--- config.mk ---
export PLATFORM = sky130hd
export DESIGN_NAME = ums_pins
export DESIGN_NICKNAME = d
export VERILOG_FILES = /design/src/ums_pkg.sv /design/src/ums_pins.sv
export SDC_FILE = /design/constraint.sdc
export NUM_CORES = 1
export LEC_CHECK = 0
export ABC_AREA = 1
export BUFFER_PORTS_ARGS = -buffer_cell sky130_fd_sc_hd__buf_2
export CORE_ASPECT_RATIO = 0.9
export CORE_MARGIN = 2
export CORE_UTILIZATION = 60
export CTS_CLUSTER_DIAMETER = 50
export DETAILED_ROUTE_END_ITERATION = 8
export MAX_ROUTING_LAYER = met4
export PLACE_DENSITY = 0.78
export SYNTH_ARGS = -nofsm -noshare
export SYNTH_HDL_FRONTEND = slang
export SYNTH_HIERARCHICAL = 1
export SYNTH_SLANG_ARGS = --single-unit
--- constraint.sdc ---
create_clock -name SYS_CLK -period 5 [get_ports SYS_CLK]
set_clock_uncertainty 0.15 [all_clocks]
set_input_delay 0 -clock SYS_CLK [delete_from_list [all_inputs] [get_ports SYS_CLK]]
set_output_delay 0 -clock SYS_CLK [all_outputs]
set_load 0.02 [all_outputs]
--- src/ums_pkg.sv ---
// shared constants and types for the dual serial channel pin block
package ums_pkg;
   // clock and reset timing
   localparam int CLK_PERIOD_NS = 20;             // system clock period
   localparam int RST_MIN_NS    = 40;             // least reset pulse width
   localparam int RST_MIN_CYC   = (RST_MIN_NS + CLK_PERIOD_NS - 1) / CLK_PERIOD_NS;
   // serial framing
   localparam int OVS_RATE      = 16;             // oversample ticks per bit
   localparam int IR_PULSE      = 3;              // infrared pulse, ticks of sixteen
   localparam int MID_TICK      = 7;              // sample point within a bit
   localparam int DATA_BITS     = 8;              // bits per character
   // register offsets within one channel
   localparam logic [3:0] OFS_DATA  = 4'h0;       // transmit write, receive read
   localparam logic [3:0] OFS_IEN   = 4'h1;       // interrupt enable register
   localparam logic [3:0] OFS_MCTL  = 4'h2;       // modem control register
   localparam logic [3:0] OFS_EFEAT = 4'h3;       // enhanced feature register
   localparam logic [3:0] OFS_LSTAT = 4'h4;       // line status, read only
   localparam logic [3:0] OFS_MSTAT = 4'h5;       // inverted modem pin levels, read only
   localparam logic [3:0] OFS_ISTAT = 4'h6;       // sticky events, write one to clear
   localparam logic [3:0] OFS_IMASK = 4'h7;       // event mask
   localparam logic [3:0] OFS_DIV   = 4'h8;       // oversample clock divisor
   // field positions
   localparam int MC_DTR   = 0;                   // terminal ready level
   localparam int MC_RTS   = 1;                   // request to send level
   localparam int MC_IRQEN = 3;                   // interrupt output enable
   localparam int MC_IR    = 6;                   // infrared select
   localparam int EF_ARTS  = 6;                   // automatic request to send
   localparam int EF_ACTS  = 7;                   // automatic clear to send
   localparam int IE_RTS   = 6;                   // report request-to-send changes
   localparam int IE_CTS   = 7;                   // report clear-to-send changes
   localparam int EV_RXAV  = 0;                   // character received
   localparam int EV_TXEMP = 1;                   // transmit holding emptied
   localparam int EV_CTS   = 2;                   // clear to send changed
   localparam int EV_RTS   = 3;                   // request to send changed
   localparam int EV_GPIN  = 4;                   // general purpose input changed
   // reset values
   localparam logic [7:0] REG_RST = 8'h00;        // control registers
   localparam logic [7:0] DIV_RST = 8'h01;        // divisor
   localparam logic [3:0] PIN_RST = 4'hF;         // modem pins seen inactive
   // per channel register request
   typedef struct packed {
      logic [3:0] addr;                           // offset inside channel
      logic [7:0] wdata;                          // write data
      logic       wr;                             // write strobe
      logic       rd;                             // read strobe
   } ums_bus_t;
   // serial machine phases
   typedef enum logic [1:0] {PH_IDLE, PH_START, PH_DATA, PH_STOP} ums_phase_t;
endpackage

--- src/ums_pins.sv ---
// two serial channels with modem pins, register port and interrupt outputs
//
// Design decisions made here: the placing of the registers and strobed register access.
`timescale 1ns/1ns
module ums_chan
   import ums_pkg::*;
#(
   parameter int OVS = OVS_RATE
) (
   input  wire logic     clk,
   input  wire logic     rst,
   input  wire ums_bus_t bus,
   output logic [7:0]    rdata,
   input  wire logic     serial_in,
   input  wire logic     cts_n,
   input  wire logic     dsr_n,
   input  wire logic     cd_n,
   input  wire logic     ri_n,
   output logic          serial_out,
   output logic          rts_n,
   output logic          dtr_n,
   output logic          op2_n,
   output logic          irq,
   output logic          irq_oe,
   output logic          rx_ready_n
);
   // register group
   logic [7:0] ien, mctl, efeat, div, istat, imask;
   logic [7:0] next_ien, next_mctl, next_efeat, next_div, next_istat, next_imask;
   logic [7:0] next_rdata;
   logic [3:0] pins, next_pins;                   // last seen modem inputs
   // oversample divider
   logic [7:0] dcnt, next_dcnt;
   logic       tick;
   // transmit group
   ums_phase_t tx_ph, next_tx_ph;
   logic [3:0] tx_t, next_tx_t;                   // tick within bit
   logic [2:0] tx_i, next_tx_i;                   // data bit index
   logic [7:0] tx_sh, next_tx_sh;                 // shift register
   logic [7:0] thr, next_thr;                     // transmit holding
   logic       thr_full, next_thr_full;
   logic       next_serial_out;
   logic       tx_bit;
   // receive group
   ums_phase_t rx_ph, next_rx_ph;
   logic [3:0] rx_t, next_rx_t;
   logic [2:0] rx_i, next_rx_i;
   logic [7:0] rx_sh, next_rx_sh;
   logic [7:0] receive_holding_reg, next_rhr;                     // receive holding
   logic       rx_valid, next_rx_valid;
   logic [3:0] ir_cnt, next_ir_cnt;               // stretches infrared pulses
   logic       rx_line;
   logic       rx_done, tx_empty_ev;

   // a tick every div+1 clocks; div of zero ticks every clock
   assign tick = (dcnt == div);

   // infrared pulse is short, so it is held for one bit before use
   assign rx_line = mctl[MC_IR] ? !(serial_in || ir_cnt != 4'h0) : serial_in;
   // character accepted at stop mid point
   assign rx_done = (rx_ph == PH_STOP) && tick && (rx_t == 4'(MID_TICK)) && rx_line;

   // modem side outputs
   always_comb begin
      dtr_n = !mctl[MC_DTR];
      // automatic flow holds request off while holding full
      if (efeat[EF_ARTS] && mctl[MC_RTS]) begin
         rts_n = rx_valid;
      end else begin
         rts_n = !mctl[MC_RTS];
      end
      op2_n  = !mctl[MC_IRQEN];
      irq_oe = mctl[MC_IRQEN];
      irq    = |(istat & imask);
      rx_ready_n = !rx_valid;
   end

   // register next values and events
   always_comb begin
      logic [7:0] ev;
      ev          = 8'h00;
      next_ien    = ien;
      next_mctl   = mctl;
      next_efeat  = efeat;
      next_div    = div;
      next_imask  = imask;
      next_rdata  = 8'h00;
      // general inputs only raise an event and show in modem status, nothing else
      next_pins   = {ri_n, cd_n, dsr_n, cts_n};
      ev[EV_RXAV]  = rx_done;
      ev[EV_TXEMP] = tx_empty_ev;
      ev[EV_CTS]   = ien[IE_CTS] && (pins[0] != cts_n);
      ev[EV_RTS]   = ien[IE_RTS] && rx_done && efeat[EF_ARTS];
      ev[EV_GPIN]  = (pins[3:1] != {ri_n, cd_n, dsr_n});
      // set beats write-one clear
      next_istat  = istat;
      if (bus.wr && bus.addr == OFS_ISTAT) begin
         next_istat = istat & ~bus.wdata;
      end
      next_istat = next_istat | ev;
      if (bus.wr) begin
         case (bus.addr)
            OFS_IEN:   next_ien   = bus.wdata;
            OFS_MCTL:  next_mctl  = bus.wdata;
            OFS_EFEAT: next_efeat = bus.wdata;
            OFS_IMASK: next_imask = bus.wdata;
            OFS_DIV:   next_div   = bus.wdata;
            default:   next_div   = div;
         endcase
      end
      if (bus.rd) begin
         case (bus.addr)
            OFS_DATA:  next_rdata = receive_holding_reg;
            OFS_IEN:   next_rdata = ien;
            OFS_MCTL:  next_rdata = mctl;
            OFS_EFEAT: next_rdata = efeat;
            OFS_LSTAT: next_rdata = {6'h00, !thr_full && tx_ph == PH_IDLE, rx_valid};
            OFS_MSTAT: next_rdata = {4'h0, ~pins};
            OFS_ISTAT: next_rdata = istat;
            OFS_IMASK: next_rdata = imask;
            OFS_DIV:   next_rdata = div;
            default:   next_rdata = 8'h00;            // unmapped reads zero
         endcase
      end
      next_dcnt = tick ? 8'h00 : dcnt + 8'h01;
   end

   always_ff @(posedge clk or posedge rst) begin
      if (rst) begin
         ien   <= REG_RST;
         mctl  <= REG_RST;
         efeat <= REG_RST;
         div   <= DIV_RST;
         istat <= REG_RST;
         imask <= REG_RST;
         rdata <= REG_RST;
         pins  <= PIN_RST;
         dcnt  <= REG_RST;
      end else begin
         ien   <= next_ien;
         mctl  <= next_mctl;
         efeat <= next_efeat;
         div   <= next_div;
         istat <= next_istat;
         imask <= next_imask;
         rdata <= next_rdata;
         pins  <= next_pins;
         dcnt  <= next_dcnt;
      end
   end

   // transmit next values
   always_comb begin
      next_tx_ph    = tx_ph;
      next_tx_t     = tx_t;
      next_tx_i     = tx_i;
      next_tx_sh    = tx_sh;
      next_thr      = thr;
      next_thr_full = thr_full;
      tx_empty_ev   = 1'b0;
      // a write to a full holding register is dropped
      if (bus.wr && bus.addr == OFS_DATA && !thr_full) begin
         next_thr      = bus.wdata;
         next_thr_full = 1'b1;
      end
      if (tick) begin
         next_tx_t = tx_t + 4'h1;
      end
      case (tx_ph)
         PH_IDLE: begin
            next_tx_t = 4'h0;
            // automatic clear to send holds new characters
            if (thr_full && tick && !(efeat[EF_ACTS] && cts_n)) begin
               next_tx_sh    = thr;
               next_thr_full = 1'b0;
               tx_empty_ev   = 1'b1;
               next_tx_ph    = PH_START;
            end
         end
         PH_START: if (tick && tx_t == 4'(OVS - 1)) begin
            next_tx_ph = PH_DATA;
            next_tx_i  = 3'h0;
         end
         PH_DATA: if (tick && tx_t == 4'(OVS - 1)) begin
            next_tx_sh = {1'b0, tx_sh[7:1]};
            next_tx_i  = tx_i + 3'h1;
            if (tx_i == 3'(DATA_BITS - 1)) begin
               next_tx_ph = PH_STOP;
            end
         end
         PH_STOP: if (tick && tx_t == 4'(OVS - 1)) begin
            next_tx_ph = PH_IDLE;
         end
         default: next_tx_ph = PH_IDLE;
      endcase
      // line level of the current bit
      case (tx_ph)
         PH_START: tx_bit = 1'b0;
         PH_DATA:  tx_bit = tx_sh[0];
         default:  tx_bit = 1'b1;
      endcase
      // infrared pulse for zero bits, low otherwise
      if (mctl[MC_IR]) begin
         next_serial_out = !tx_bit && (tx_t < 4'(IR_PULSE));
      end else begin
         next_serial_out = tx_bit;
      end
   end

   always_ff @(posedge clk or posedge rst) begin
      if (rst) begin
         tx_ph      <= PH_IDLE;
         tx_t       <= 4'h0;
         tx_i       <= 3'h0;
         tx_sh      <= REG_RST;
         thr        <= REG_RST;
         thr_full   <= 1'b0;
         serial_out <= 1'b1;
      end else begin
         tx_ph      <= next_tx_ph;
         tx_t       <= next_tx_t;
         tx_i       <= next_tx_i;
         tx_sh      <= next_tx_sh;
         thr        <= next_thr;
         thr_full   <= next_thr_full;
         serial_out <= next_serial_out;
      end
   end

   // receive next values
   always_comb begin
      next_rx_ph    = rx_ph;
      next_rx_t     = rx_t;
      next_rx_i     = rx_i;
      next_rx_sh    = rx_sh;
      next_rhr      = receive_holding_reg;
      next_rx_valid = rx_valid;
      next_ir_cnt   = ir_cnt;
      // stretch a pulse for one bit time of ticks
      if (mctl[MC_IR] && serial_in) begin
         next_ir_cnt = 4'(OVS - 1);
      end else if (tick && ir_cnt != 4'h0) begin
         next_ir_cnt = ir_cnt - 4'h1;
      end
      // reading data empties the holding register
      if (bus.rd && bus.addr == OFS_DATA) begin
         next_rx_valid = 1'b0;
      end
      if (tick) begin
         next_rx_t = rx_t + 4'h1;
      end
      case (rx_ph)
         PH_IDLE: begin
            next_rx_t = 4'h0;
            if (tick && !rx_line) begin
               next_rx_ph = PH_START;
            end
         end
         // false start falls back to idle
         PH_START: if (tick && rx_t == 4'(MID_TICK - 1)) begin
            next_rx_ph = rx_line ? PH_IDLE : PH_DATA;
            next_rx_t  = 4'(MID_TICK - OVS + 1);
            next_rx_i  = 3'h0;
         end
         PH_DATA: if (tick && rx_t == 4'(MID_TICK)) begin
            next_rx_sh = {rx_line, rx_sh[7:1]};
            next_rx_i  = rx_i + 3'h1;
            next_rx_t  = 4'(MID_TICK - OVS + 1);
            if (rx_i == 3'(DATA_BITS - 1)) begin
               next_rx_ph = PH_STOP;
            end
         end
         PH_STOP: if (tick && rx_t == 4'(MID_TICK)) begin
            next_rx_ph = PH_IDLE;
            // framing errors are dropped; a new character overwrites
            if (rx_done) begin
               next_rhr      = rx_sh;
               next_rx_valid = 1'b1;
            end
         end
         default: next_rx_ph = PH_IDLE;
      endcase
   end

   always_ff @(posedge clk or posedge rst) begin
      if (rst) begin
         rx_ph    <= PH_IDLE;
         rx_t     <= 4'h0;
         rx_i     <= 3'h0;
         rx_sh    <= REG_RST;
         receive_holding_reg      <= REG_RST;
         rx_valid <= 1'b0;
         ir_cnt   <= 4'h0;
      end else begin
         rx_ph    <= next_rx_ph;
         rx_t     <= next_rx_t;
         rx_i     <= next_rx_i;
         rx_sh    <= next_rx_sh;
         receive_holding_reg      <= next_rhr;
         rx_valid <= next_rx_valid;
         ir_cnt   <= next_ir_cnt;
      end
   end

   property p_rxrdy;
      @(posedge clk) disable iff (rst) rx_done |=> !rx_ready_n;
   endproperty
   a_rxrdy: assert property (p_rxrdy) else $error("receive ready not low after character");
   property p_std_idle;
      @(posedge clk) disable iff (rst)
         (!mctl[MC_IR] && tx_ph == PH_IDLE)[*2] |-> serial_out;
   endproperty
   a_std_idle: assert property (p_std_idle) else $error("standard line not idle high");
   property p_ir_idle;
      @(posedge clk) disable iff (rst)
         (mctl[MC_IR] && tx_ph == PH_IDLE)[*2] |-> !serial_out;
   endproperty
   a_ir_idle: assert property (p_ir_idle) else $error("infrared line not idle low");
   property p_auto_rts;
      @(posedge clk) disable iff (rst)
         efeat[EF_ARTS] && mctl[MC_RTS] && rx_valid |-> rts_n;
   endproperty
   a_auto_rts: assert property (p_auto_rts) else $error("request not withdrawn when full");
   property p_auto_cts;
      @(posedge clk) disable iff (rst)
         efeat[EF_ACTS] && cts_n && tx_ph == PH_IDLE |=> tx_ph == PH_IDLE;
   endproperty
   a_auto_cts: assert property (p_auto_cts) else $error("sent while clear to send off");
   property p_gp_in;
      @(posedge clk) disable iff (rst)
         $changed(dsr_n) && tx_ph == PH_IDLE && !thr_full |=> tx_ph == PH_IDLE;
   endproperty
   a_gp_in: assert property (p_gp_in) else $error("set ready changed transmit");
   property p_irq_on;
      @(posedge clk) disable iff (rst) $rose(mctl[MC_IRQEN]) |-> irq_oe && !op2_n;
   endproperty
   a_irq_on: assert property (p_irq_on) else $error("interrupt not driven");
   property p_irq_off;
      @(posedge clk) disable iff (rst) !mctl[MC_IRQEN] |-> !irq_oe && op2_n;
   endproperty
   a_irq_off: assert property (p_irq_off) else $error("interrupt not floated");
   property p_modem_out;
      @(posedge clk) disable iff (rst)
         !efeat[EF_ARTS] |-> dtr_n == !mctl[MC_DTR] && rts_n == !mctl[MC_RTS];
   endproperty
   a_modem_out: assert property (p_modem_out) else $error("modem output not inverse");
   property p_rst_tx;
      @(posedge clk) disable iff (rst) $past(rst) |-> serial_out && !rx_valid;
   endproperty
   a_rst_tx: assert property (p_rst_tx) else $error("transmit not high after reset");
endmodule

// top: channel select on address bit four, read data merged
module ums_pins
   import ums_pkg::*;
(
   input  wire logic       SYS_CLK,
   input  wire logic       RST,
   input  wire logic [4:0] ADDR,
   input  wire logic [7:0] WDATA,
   input  wire logic       WR,
   input  wire logic       RD,
   output logic [7:0]      RDATA,
   input  wire logic       SERIAL_IN_A,
   input  wire logic       SERIAL_IN_B,
   output logic            SERIAL_OUT_A,
   output logic            SERIAL_OUT_B,
   output logic            REQUEST_TO_SEND_N_A,
   output logic            REQUEST_TO_SEND_N_B,
   input  wire logic       CLEAR_TO_SEND_N_A,
   input  wire logic       CLEAR_TO_SEND_N_B,
   output logic            TERMINAL_READY_N_A,
   output logic            TERMINAL_READY_N_B,
   input  wire logic       SET_READY_N_A,
   input  wire logic       SET_READY_N_B,
   input  wire logic       CARRIER_DETECT_N_A,
   input  wire logic       CARRIER_DETECT_N_B,
   input  wire logic       RING_INDICATOR_N_A,
   input  wire logic       RING_INDICATOR_N_B,
   output logic            AUX_OUTPUT_TWO_N_A,
   output logic            AUX_OUTPUT_TWO_N_B,
   output logic            IRQ_OUT_A,
   output logic            IRQ_OUT_B,
   output logic            IRQ_OUT_OE_A,
   output logic            IRQ_OUT_OE_B,
   output logic            RECEIVE_READY_OUT_N_A,
   output logic            RECEIVE_READY_OUT_N_B
);
   ums_bus_t   bus_a, bus_b;                    // per channel requests
   logic [7:0] rd_a, rd_b;                       // zero unless read last cycle

   // strobes steered by the channel bit
   always_comb begin
      bus_a = '{addr: ADDR[3:0], wdata: WDATA, wr: WR && !ADDR[4], rd: RD && !ADDR[4]};
      bus_b = '{addr: ADDR[3:0], wdata: WDATA, wr: WR && ADDR[4], rd: RD && ADDR[4]};
      RDATA = rd_a | rd_b;
   end

   ums_chan u_chan_a (.clk(SYS_CLK), .rst(RST), .bus(bus_a), .rdata(rd_a),
      .serial_in(SERIAL_IN_A), .cts_n(CLEAR_TO_SEND_N_A), .dsr_n(SET_READY_N_A),
      .cd_n(CARRIER_DETECT_N_A), .ri_n(RING_INDICATOR_N_A), .serial_out(SERIAL_OUT_A),
      .rts_n(REQUEST_TO_SEND_N_A), .dtr_n(TERMINAL_READY_N_A), .op2_n(AUX_OUTPUT_TWO_N_A),
      .irq(IRQ_OUT_A), .irq_oe(IRQ_OUT_OE_A), .rx_ready_n(RECEIVE_READY_OUT_N_A));
   ums_chan u_chan_b (.clk(SYS_CLK), .rst(RST), .bus(bus_b), .rdata(rd_b),
      .serial_in(SERIAL_IN_B), .cts_n(CLEAR_TO_SEND_N_B), .dsr_n(SET_READY_N_B),
      .cd_n(CARRIER_DETECT_N_B), .ri_n(RING_INDICATOR_N_B), .serial_out(SERIAL_OUT_B),
      .rts_n(REQUEST_TO_SEND_N_B), .dtr_n(TERMINAL_READY_N_B), .op2_n(AUX_OUTPUT_TWO_N_B),
      .irq(IRQ_OUT_B), .irq_oe(IRQ_OUT_OE_B), .rx_ready_n(RECEIVE_READY_OUT_N_B));
endmodule

### After elaboration in Yosys (flattened, before gate mapping)

Cells that the tools add are included.

* bits in registers: 250
* input bits: 27
* output and inout bits: 22
* logic and storage cells: 332

* add/subtract/negate cells: 12
* $lt $le $gt $ge: 2
* equality and inequality tests: 56
* multiplexer cells: 94
* bitwise operators: 10
* reductions and logical operators: 112

Operator list (number)
* case mux 8 bit (9 select lines): 2
* 2-to-1 mux 8 bit: 10
* 2-to-1 mux 4 bit: 14
* logical AND 1 bit: 48
* 2-to-1 mux 2 bit: 22
* AND 8 bit: 4
* equality test 4 x 3 -> 1 bit, second input constant: 8
* != test 2 x 1 -> 1 bit, second input constant: 16
* case mux 2 bit (4 select lines): 4
* case mux 8 bit (2 select lines): 2
* 2-to-1 mux 1 bit: 24
* 2-to-1 mux 3 bit: 8
* case mux 3 bit (2 select lines): 4
* case mux 4 bit (3 select lines): 2
* AND reduction 2 bit: 12
* AND reduction 3 bit: 8
* AND reduction 5 bit: 4
* nonzero test 2 bit: 10
* zero test 1 bit: 19
* adder 4 x 1 -> 4 bit, second input constant: 4
* adder 8 x 1 -> 8 bit, second input constant: 2
* equality test 2 bit, second input constant: 8
* equality test 8 bit: 2
* bitwise OR 8 x 5 -> 8 bit: 2
* other kinds (20): 47

### Longest topological paths before layout

Gate-level depths: netlist of run 1.

* depth after elaboration: 8
* mapped depth: 13
* depth with buffers taken out: 13

### By module

Netlist of run 1, hierarchy kept.

Modules (own cells, without submodules)
* ums_chan at u_chan_a: times used 1, cells an instance 697, area an instance 6004.5 µm², seq. area each 3135.5 µm²
* ums_chan at u_chan_b: times used 1, cells an instance 702, area an instance 5914.4 µm², seq. area each 3135.5 µm²
* ums_pins: times used 1, cells an instance 32, area an instance 120.1 µm², seq. area each 0.0 µm²

### Worst setup path before layout of run 1

Ideal clock, no wire load.

* path kind: register to register
* start: register u_chan_b.div[0]
* end: register u_chan_b.receive_holding_reg[0]
* library setup time: 117 ps
* data arrival time: 1641 ps
* data required time: 4733 ps
* setup slack: 3092 ps
* cell stages (with the launch flop): 12
* path buffers: 0
* clock period less this slack: 1908 ps
* path through: dfstp_2 -> inv_1 -> nand2_1 -> nand2_1 -> clkinv_1 -> nand2_1 -> nor2_2 -> nand2_4 -> nor4_4 -> nand2_4 -> nand2_1 -> nand2_1

* word-level cells in the longest chain between the ends: 5
* elaborated cells on any way between the ends: 6
* those cells by class: eq/ne (1); reduce/logical (5)

Ends and longest elaborated chain
* start: declaration: RTL line ums_pins.sv:28 `logic [7:0] ien, mctl, efeat, div, istat, imask;`
* start signal: assignment: RTL line ums_pins.sv:143 `div <= next_div;`
* equality test 8 bit *: RTL line ums_pins.sv:56 `assign tick = (dcnt == div);`
* logical AND 1 bit (3 in a row): RTL line ums_pins.sv:61 `assign rx_done = (rx_ph == PH_STOP) && tick && (rx_t == 4'(MID_TICK)) && rx_line;`
* AND reduction 3 bit (no line) *
* end signal: assignment: RTL line ums_pins.sv:299 `receive_holding_reg <= next_rhr;`
* end: declaration: RTL line ums_pins.sv:49 `logic [7:0] receive_holding_reg, next_rhr;`

Mark *: on every way between the ends. The rest lies on a longest branch, timed or not.
A chain may end at the register's enable or synchronous reset.

==> impl_metrics.csv, run 1 <==
group,metric,value,unit
outcome,status,"finished clean",
placement,hpwlAfterDp,21300,µm
hold_path,hold_class,"in2async",
floorplanning,die_area,21200,µm²
clock_network,post_cts_buffers,0,
drt,post-route-drc-count,0,
drt,drt-pass1-iter-count,6,
finish,fill_cells,1520,
timing,worst_slew_pin_slew,0.904,ns
drt,wl_per_cell,17.2,µm
drt,finalWirelength,31100,µm
setup_path,cp_max_fo,7,
timing,fin_setup_tns,0,ns
setup_path,cp_top_family,"buffers and inverters",
drt,via_per_inst,5.62,
finish,area_growth,15.2,%
drt,route.met2.wl,13200,µm
clock_network,clk_pin_slew,0.06,ns
floorplanning,coreArea,19800,µm²
drt,wl_met3,3170,µm
timing,relSlewSlack,0.397,
timing,hold_slack,0.0585,ns
run,drv_cap,0,
clock_network,cts_buffers,29,
synth,yosys.area.top_type,"dfrtp_1",
setup_path,crit_path_frequent_cell,"dlygate4sd3_1",
setup_path,crit_path_max_incr_delay,0.69,ns
timing,maxSlewViolCount,0,
setup_path,crit_chain,"dlygate4sd3_1 > buf_2 > nor2_1 > dlygate4sd3_1 > inv_1 > nor2_1 > dlygate4sd3_1 > a21oi_1",
synth,syn_avg_cell_area,8.41,µm²
power,p_leak,6.96,nW
power,ir_drop,287,µV
synth,synth_warnings,6,
synth,syn_inst,1431,
global_routing,antenna_found_initial,0,
clock_network,ctsHtreeMaxLevel,1,
floorplanning,die_w,153,µm
setup_path,crit_slowest_cell,"dlygate4sd3_1",
setup_path,setup.worst_path.end_class,"flop",
floorplanning,rows,49,
placement,placement.io_buffers,48,
timing,rsz0062_at_grt,"no",
floorplanning,die_h,138,µm
floorplanning,ios,49,
global_routing,first_global_vias,9635,
finish,final_net_count,1583,
finish,drive_gt1_frac,0.111,
drt,postRouteAntennaNets,0,
clock_network,root_buffer,"clkbuf_16",
global_routing,grt_max_degree,73,
finish,post-route-util,0.700,
placement,place.gp.congestion,1.03,
global_routing,grt_usage,0.306,
setup_path,arrival,2.92,ns
global_routing,grt_overflow_total,0,
synth,synth_top_area_frac,0.495,
timing,fmax,0.379,GHz
synth,synth_ff_type,"dfrtp_1",
clock_network,cts_tree,"done",
timing,setup_viol,0,
synth,synth-async-reset-ratio,1.00,
global_routing,grt_pass1_wl,50500,µm
synth,synth_seq_area_share,0.521,
timing,period_share,0.528,
timing,fin_crit,2.64,ns
setup_path,critPathBufInv,5,
synth,syn-num-nets,1488,
clock_network,clk_path_buf_depth,3,
setup_path,startpoint_type,"primary input",
timing,final_hold_viol_count,0,
drt,wirelength_met1,14000,µm
setup_path,worstSetupPathType,"in2reg",
drt,top_layer,"met4",
synth,synthDistinctLibCells,51,
clock_network,cts.sinks,250,
power,finalPower,6.43,mW
setup_path,cp.required,5.28,ns
finish,n_antenna_cell,0,
synth,ys_ff_latch,250,
floorplanning,initial_core_util,0.608,
power,power_density,464,nW/µm²
drt,drt-initial-drc-count,947,
drt,vias,10100,
synth,synth-edff-count,0,
clock_network,clk-insertion-delay-late,0.55,ns
synth,synthTopCellsByArea,"dfrtp_1, nand2_1, o21ai_0, inv_1, ha_1",
synth,synth_area,12000,µm²
==> area by class of cell <==
cell class                      count  area [µm²]  area share
Inverter                          181         687      0.0495
Multi-Input combinational cell    975        4930       0.356
Clock inverter                     21         253      0.0182
Sequential cell                   250        6270       0.452
Tap cell                          255         319      0.0230
Timing Repair Buffer               89         646      0.0466
Clock buffer                       32         757      0.0546
==> cells by family (layout without fill, tap and decap cells) <==
kind of cell	count (synthesis)	in the layout	share of synthesized area
AOI/OAI and AO/OA	281	281	0.128
and+or+nand+nor	631	631	0.226
DFF	250	250	0.521
muxes	7	7	0.00582
buffers and inverters	206	323	0.0695
adders and majority gates	30	30	0.0312
xor gates and xnor gates	26	26	0.0189
==> synthesized netlist by cell type (all sizes together), types with 2 or more instances <==
cell type  instances
a211oi             5
a21oi             47
a221oi             4
a22o               2
a31oi              7
and3               4
buf               14
clkbuf            11
clkinv             3
dfrtp            238
dfstp             12
ha                30
inv              178
mux2i              7
nand2            442
nand3             66
nand4             19
nor2              74
nor3              15
nor4               3
o211ai             4
o21ai            201
o221ai             2
o22ai              2
o31ai              2
or2                7
xnor2             17
xor2               9
==> layer usage <==
metal,track usage,vias to the layer above
li1,-,4832
met1,0.458,4776
met2,0.428,457
met3,0.0658,75
met4,0.0804,0
met5,-,-
==> cell usage in the layout, fill, tap and decap left out, types with 13 or more instances in the layout <==
master / synthesis / final
nand2_1: 434 / 434
dfrtp_1: 238 / 238
o21ai_0: 164 / 164
inv_1: 162 / 160
nor2_1: 65 / 65
nand3_1: 64 / 64
buf_2: 7 / 48
a21oi_1: 47 / 47
dlygate4sd3_1: 0 / 39
ha_1: 30 / 30
clkbuf_16: 0 / 29
o21ai_1: 26 / 26
nand4_1: 18 / 18
xnor2_1: 17 / 17
inv_2: 15 / 15
nor3_1: 13 / 13
==> where the power goes <==
group	switching [mW]	leakage, nW	internal, mW	total, mW
sequential	0.327	3.21	2.41	2.73
clock	0.882	0.478	1.31	2.20
combinational	0.978	3.27	0.520	1.50
==> final timing paths <==
kind	cells after the start	endpoint	startpoint	slack, ns
min in group SYS_CLK	4	u_chan_a/istat[4]	SET_READY_N_A	0.11
max	8	u_chan_a/istat[5]	ADDR[4]	2.36
min reg2reg	2	u_chan_a/tx_sh[0]	u_chan_a/tx_sh[0]	0.33
min	3	u_chan_a/rx_sh[4]	RST	0.06
max reg2reg	7	u_chan_a/tx_ph[1]	u_chan_a/tx_ph[0]	2.70
max in group asynchronous	4	u_chan_b/tx_sh[1]	RST	3.37
==> stage by stage <==
| stage | area (µm²) | worst slack (ns) | cells |
|---|---|---|---|
| 6_report | 13900 | 2.36 | 1803 |
| 5_1_grt | 13900 | 2.36 | 1803 |
| 4_1_cts | 13900 | 2.44 | 1803 |
| 3_5_place_dp | 12500 | 2.75 | 1711 |
| 3_3_place_gp | 12500 | 2.85 | 1711 |
| 2_1_floorplan | 12000 | 1.53 | 1431 |
==> tightest hold or removal path, stage by stage <==
cell and delay [ns]:
dlygate4sd3_1 0.53, buf_2 0.15, inv_4 0.60
==> repair_timing <==
item,CTS,global route
hold buffers,39,0
endpoints found under the hold margin,288,0
resized for setup,0,0
(Power assumes the default switching activity.)
==> run 2, diff against run 1 <==
- ABC_AREA: 1 -> 0
- clock period: 5 -> 2.5 ns (I/O delays scaled with it)
==> run 2 against run 1 <==
  * Worst hold slack got worse by 0.029 ns
  * Clock-buffer cell count decreased by 1
  * Critical path depth decreased by 2
  * Sequential share of layout area decreased by 1.3 points
  * Clock power increased by 90%
  * Sequential power increased by 100%
  * Global-route usage decreased by 2.1 points
  * Total power increased by 100%
  * Non-clock buffer count increased by 40
  * Synthesized cell count decreased by 27%
==> impl_metrics.csv, run 2 <==
group,metric,value,unit
synth,synthTopCellsByArea,"dfrtp_1, mux2_2, ha_1, xor2_1, dfstp_2",
synth,syn_avg_cell_area,11.7,µm²
power,ir_drop,598,µV
timing,fin_crit,2.41,ns
setup_path,cp_top_family,"simple AND/OR/NAND/NOR gates",
drt,drt-pass1-iter-count,5,
synth,synth_area,12200,µm²
timing,relSlewSlack,0.491,
setup_path,timing.rr.start,"u_chan_a/div[0]",
setup_path,arrival,2.69,ns
setup_path,crit_chain,"xor2_1 > nor4_4 > buf_4 > nand2_2 > or4_4 > mux2_4",
drt,vias,8902,
synth,syn_inst,1044,
drt,via_per_inst,6.19,
setup_path,crit_slowest_cell,"or4_4",
outcome,status,"finished clean",
synth,yosysMostFrequentCell,"dfrtp_1",
timing,fin_setup_tns,0,ns
finish,final_cell_mix,"dfrtp_1, mux2_2, nand2_1",
finish,final_net_count,1217,
drt,finalWirelength,29700,µm
setup_path,worstSetupPathType,"reg2reg",
clock_network,ctsHtreeMaxLevel,1,
power,p_leak,6.76,nW
timing,maxSlewViolCount,0,
hold_path,hold_depth,2,
clock_network,cts.sinks,250,
global_routing,antenna_found_initial,1,
timing,final_hold_viol_count,0,
clock_network,root_buffer,"clkbuf_16",
clock_network,clk_pin_slew,0.06,ns
global_routing,first_global_vias,8882,
timing,period_share,0.965,
setup_path,cp_max_fo,11,
floorplanning,initial_core_util,0.611,
timing,setup_viol,0,
drt,wl_per_cell,20.7,µm
placement,hpwlAfterDp,19700,µm
synth,yosys.area.top_type,"dfrtp_1",
floorplanning,ios,49,
synth,synthDistinctLibCells,62,
synth,synth-edff-count,0,
synth,ys_top_cells_by_count,"dfrtp_1, mux2_2, nand2_1, nor2_1, nand3_1",
timing,fmax,0.415,GHz
finish,final_common_cell,"dfrtp_1",
synth,ys_ff_latch,250,
placement,dp_cells,1350,
synth,synth_seq_area_share,0.515,
floorplanning,coreArea,19900,µm²
floorplanning,die_h,139,µm
setup_path,critPathBufInv,1,
floorplanning,rows,49,
clock_network,clk_path_buf_depth,3,
global_routing,grt_pass1_wl,47400,µm
placement,place_area,12900,µm²
synth,syn-num-nets,1101,
placement,placement.io_buffers,48,
drt,drt-initial-drc-count,880,
finish,instances_no_fill,1437,
global_routing,grt_max_degree,111,
synth,synth_ff_type,"dfrtp_1",
run,drv_cap,0,
synth,synth_top_area_frac,0.489,
power,finalPower,12.9,mW
hold_path,hold_class,"in2reg",
drt,postRouteAntennaNets,0,
timing,worst_slew_pin_slew,0.760,ns
placement,place.gp.congestion,0.959,
finish,fill_cells,1349,
clock_network,cts_tree,"done",
synth,synth-async-reset-ratio,1.00,
global_routing,grt_usage,0.286,
setup_path,cp.required,2.78,ns
drt,post-route-drc-count,0,
finish,area_growth,17.1,%
setup_path,setup.worst_path.end_class,"flop",
floorplanning,die_w,154,µm
setup_path,startpoint_type,"flop",
setup_path,r2r_slack,0.09,ns
clock_network,clk-insertion-delay-late,0.54,ns
setup_path,timing.rr.end,"u_chan_a/receive_holding_reg[4]",
hold_path,min_from,"CLEAR_TO_SEND_N_A",
floorplanning,die_area,21500,µm²
clock_network,cts_buffers,27,
synth,synth_warnings,6,
setup_path,reg2regPathDepth,6,
hold_path,hold_end,"u_chan_a/pins[0]",
setup_path,crit_path_max_incr_delay,0.65,ns
global_routing,grt_overflow_total,0,
finish,drive_gt1_frac,0.286,
finish,fin_area,14300,µm²
power,power_density,904,nW/µm²
==> run 2: cell count changes after synthesis, sizes merged, moves of 22 or more <==
cell,change
nand2,-369
o21ai,-177
mux2,+169
inv,-146
xor2,+30
a22oi,+23
nand3,-22
==> run 2: power breakdown <==
group          switching, mW  internal, mW  leakage [nW]  total, mW
clock network           1.65          2.54         0.467       4.19
registers              0.710          4.84          3.21       5.55
logic                   1.68          1.48          3.08       3.16
total                   4.04          8.85          6.76       12.9
==> run 2: worst register-to-register path, stage by stage (launching register included) <==
cell	delay (ns)
dfstp_2	0.55
xor2_1	0.10
nor4_4	0.27
buf_4	0.18
nand2_2	0.06
or4_4	0.65
mux2_4	0.34
==> run 2: repair_timing <==
| item | in CTS | in global routing |
|---|---|---|
| setup endpoints to repair | 8 | 33 |
| hold endpoints to repair | 384 | 0 |
| hold buffers | 34 | 0 |
| pin swaps | 0 | 2 |
| setup buffers | 0 | 2 |
| gates resized for setup | 1 | 4 |
==> run 2: logic make-up (layout without fill, tap and decap cells) <==
logic type	Yosys count	count (layout)	synth area share
XOR/XNOR	49	49	0.0352
multiplexers	188	188	0.176
buffers and inverters	74	211	0.0240
other	0	1	0
adder cells (fa/ha/maj)	30	30	0.0308
AO/OA/AOI/OAI	168	168	0.0971
flip-flops	250	250	0.515
AND/OR/NAND/NOR	285	285	0.122
==> run 2: layer usage <==
metal	wire, µm	vias to the layer above	track usage
li1	-	4015	-
met1	13100	4424	0.397
met2	13400	385	0.432
met3	2300	78	0.0581
met4	835	0	0.0797
met5	0	-	-
==> run 2: layout make-up <==
type	count	area, µm²	area share
Tap cell	255	319	0.0224
Clock inverter	19	234	0.0164
Inverter	32	128	0.00895
Clock buffer	31	701	0.0491
Antenna cell	1	2.50	0.000175
Timing Repair Buffer	129	975	0.0683
Sequential cell	250	6270	0.440
Multi-Input combinational cell	720	5630	0.395
==> run 2: worst max-delay path by stage <==
| stage | slack (ns) | endpoint | startpoint | cells after the start |
|---|---|---|---|---|
| floorplan | 0.1 | u_chan_a/receive_holding_reg[0] | u_chan_a/div[6] | 6 |
| global placement | 0.11 | u_chan_a/receive_holding_reg[4] | u_chan_a/div[7] | 5 |
| detailed placement | 0.04 | u_chan_b/receive_holding_reg[1] | u_chan_b/dcnt[5] | 5 |
| CTS | 0.001 | u_chan_b/receive_holding_reg[5] | u_chan_b/dcnt[2] | 5 |
| global route | -0.02 | u_chan_a/receive_holding_reg[2] | u_chan_a/ir_cnt[0] | 7 |
| finish | 0.09 | u_chan_a/receive_holding_reg[4] | u_chan_a/div[0] | 6 |
==> run 2: metrics by stage <==
step                hold WS, ns   util  setup WS, ns
finish                   0.0299  0.716        0.0883
global route             0.0262  0.716       -0.0179
CTS                      0.0308  0.714       0.00113
detailed placement       -0.128  0.650        0.0413
global placement         -0.130  0.650         0.114
floorplan                -0.146      -        0.0950
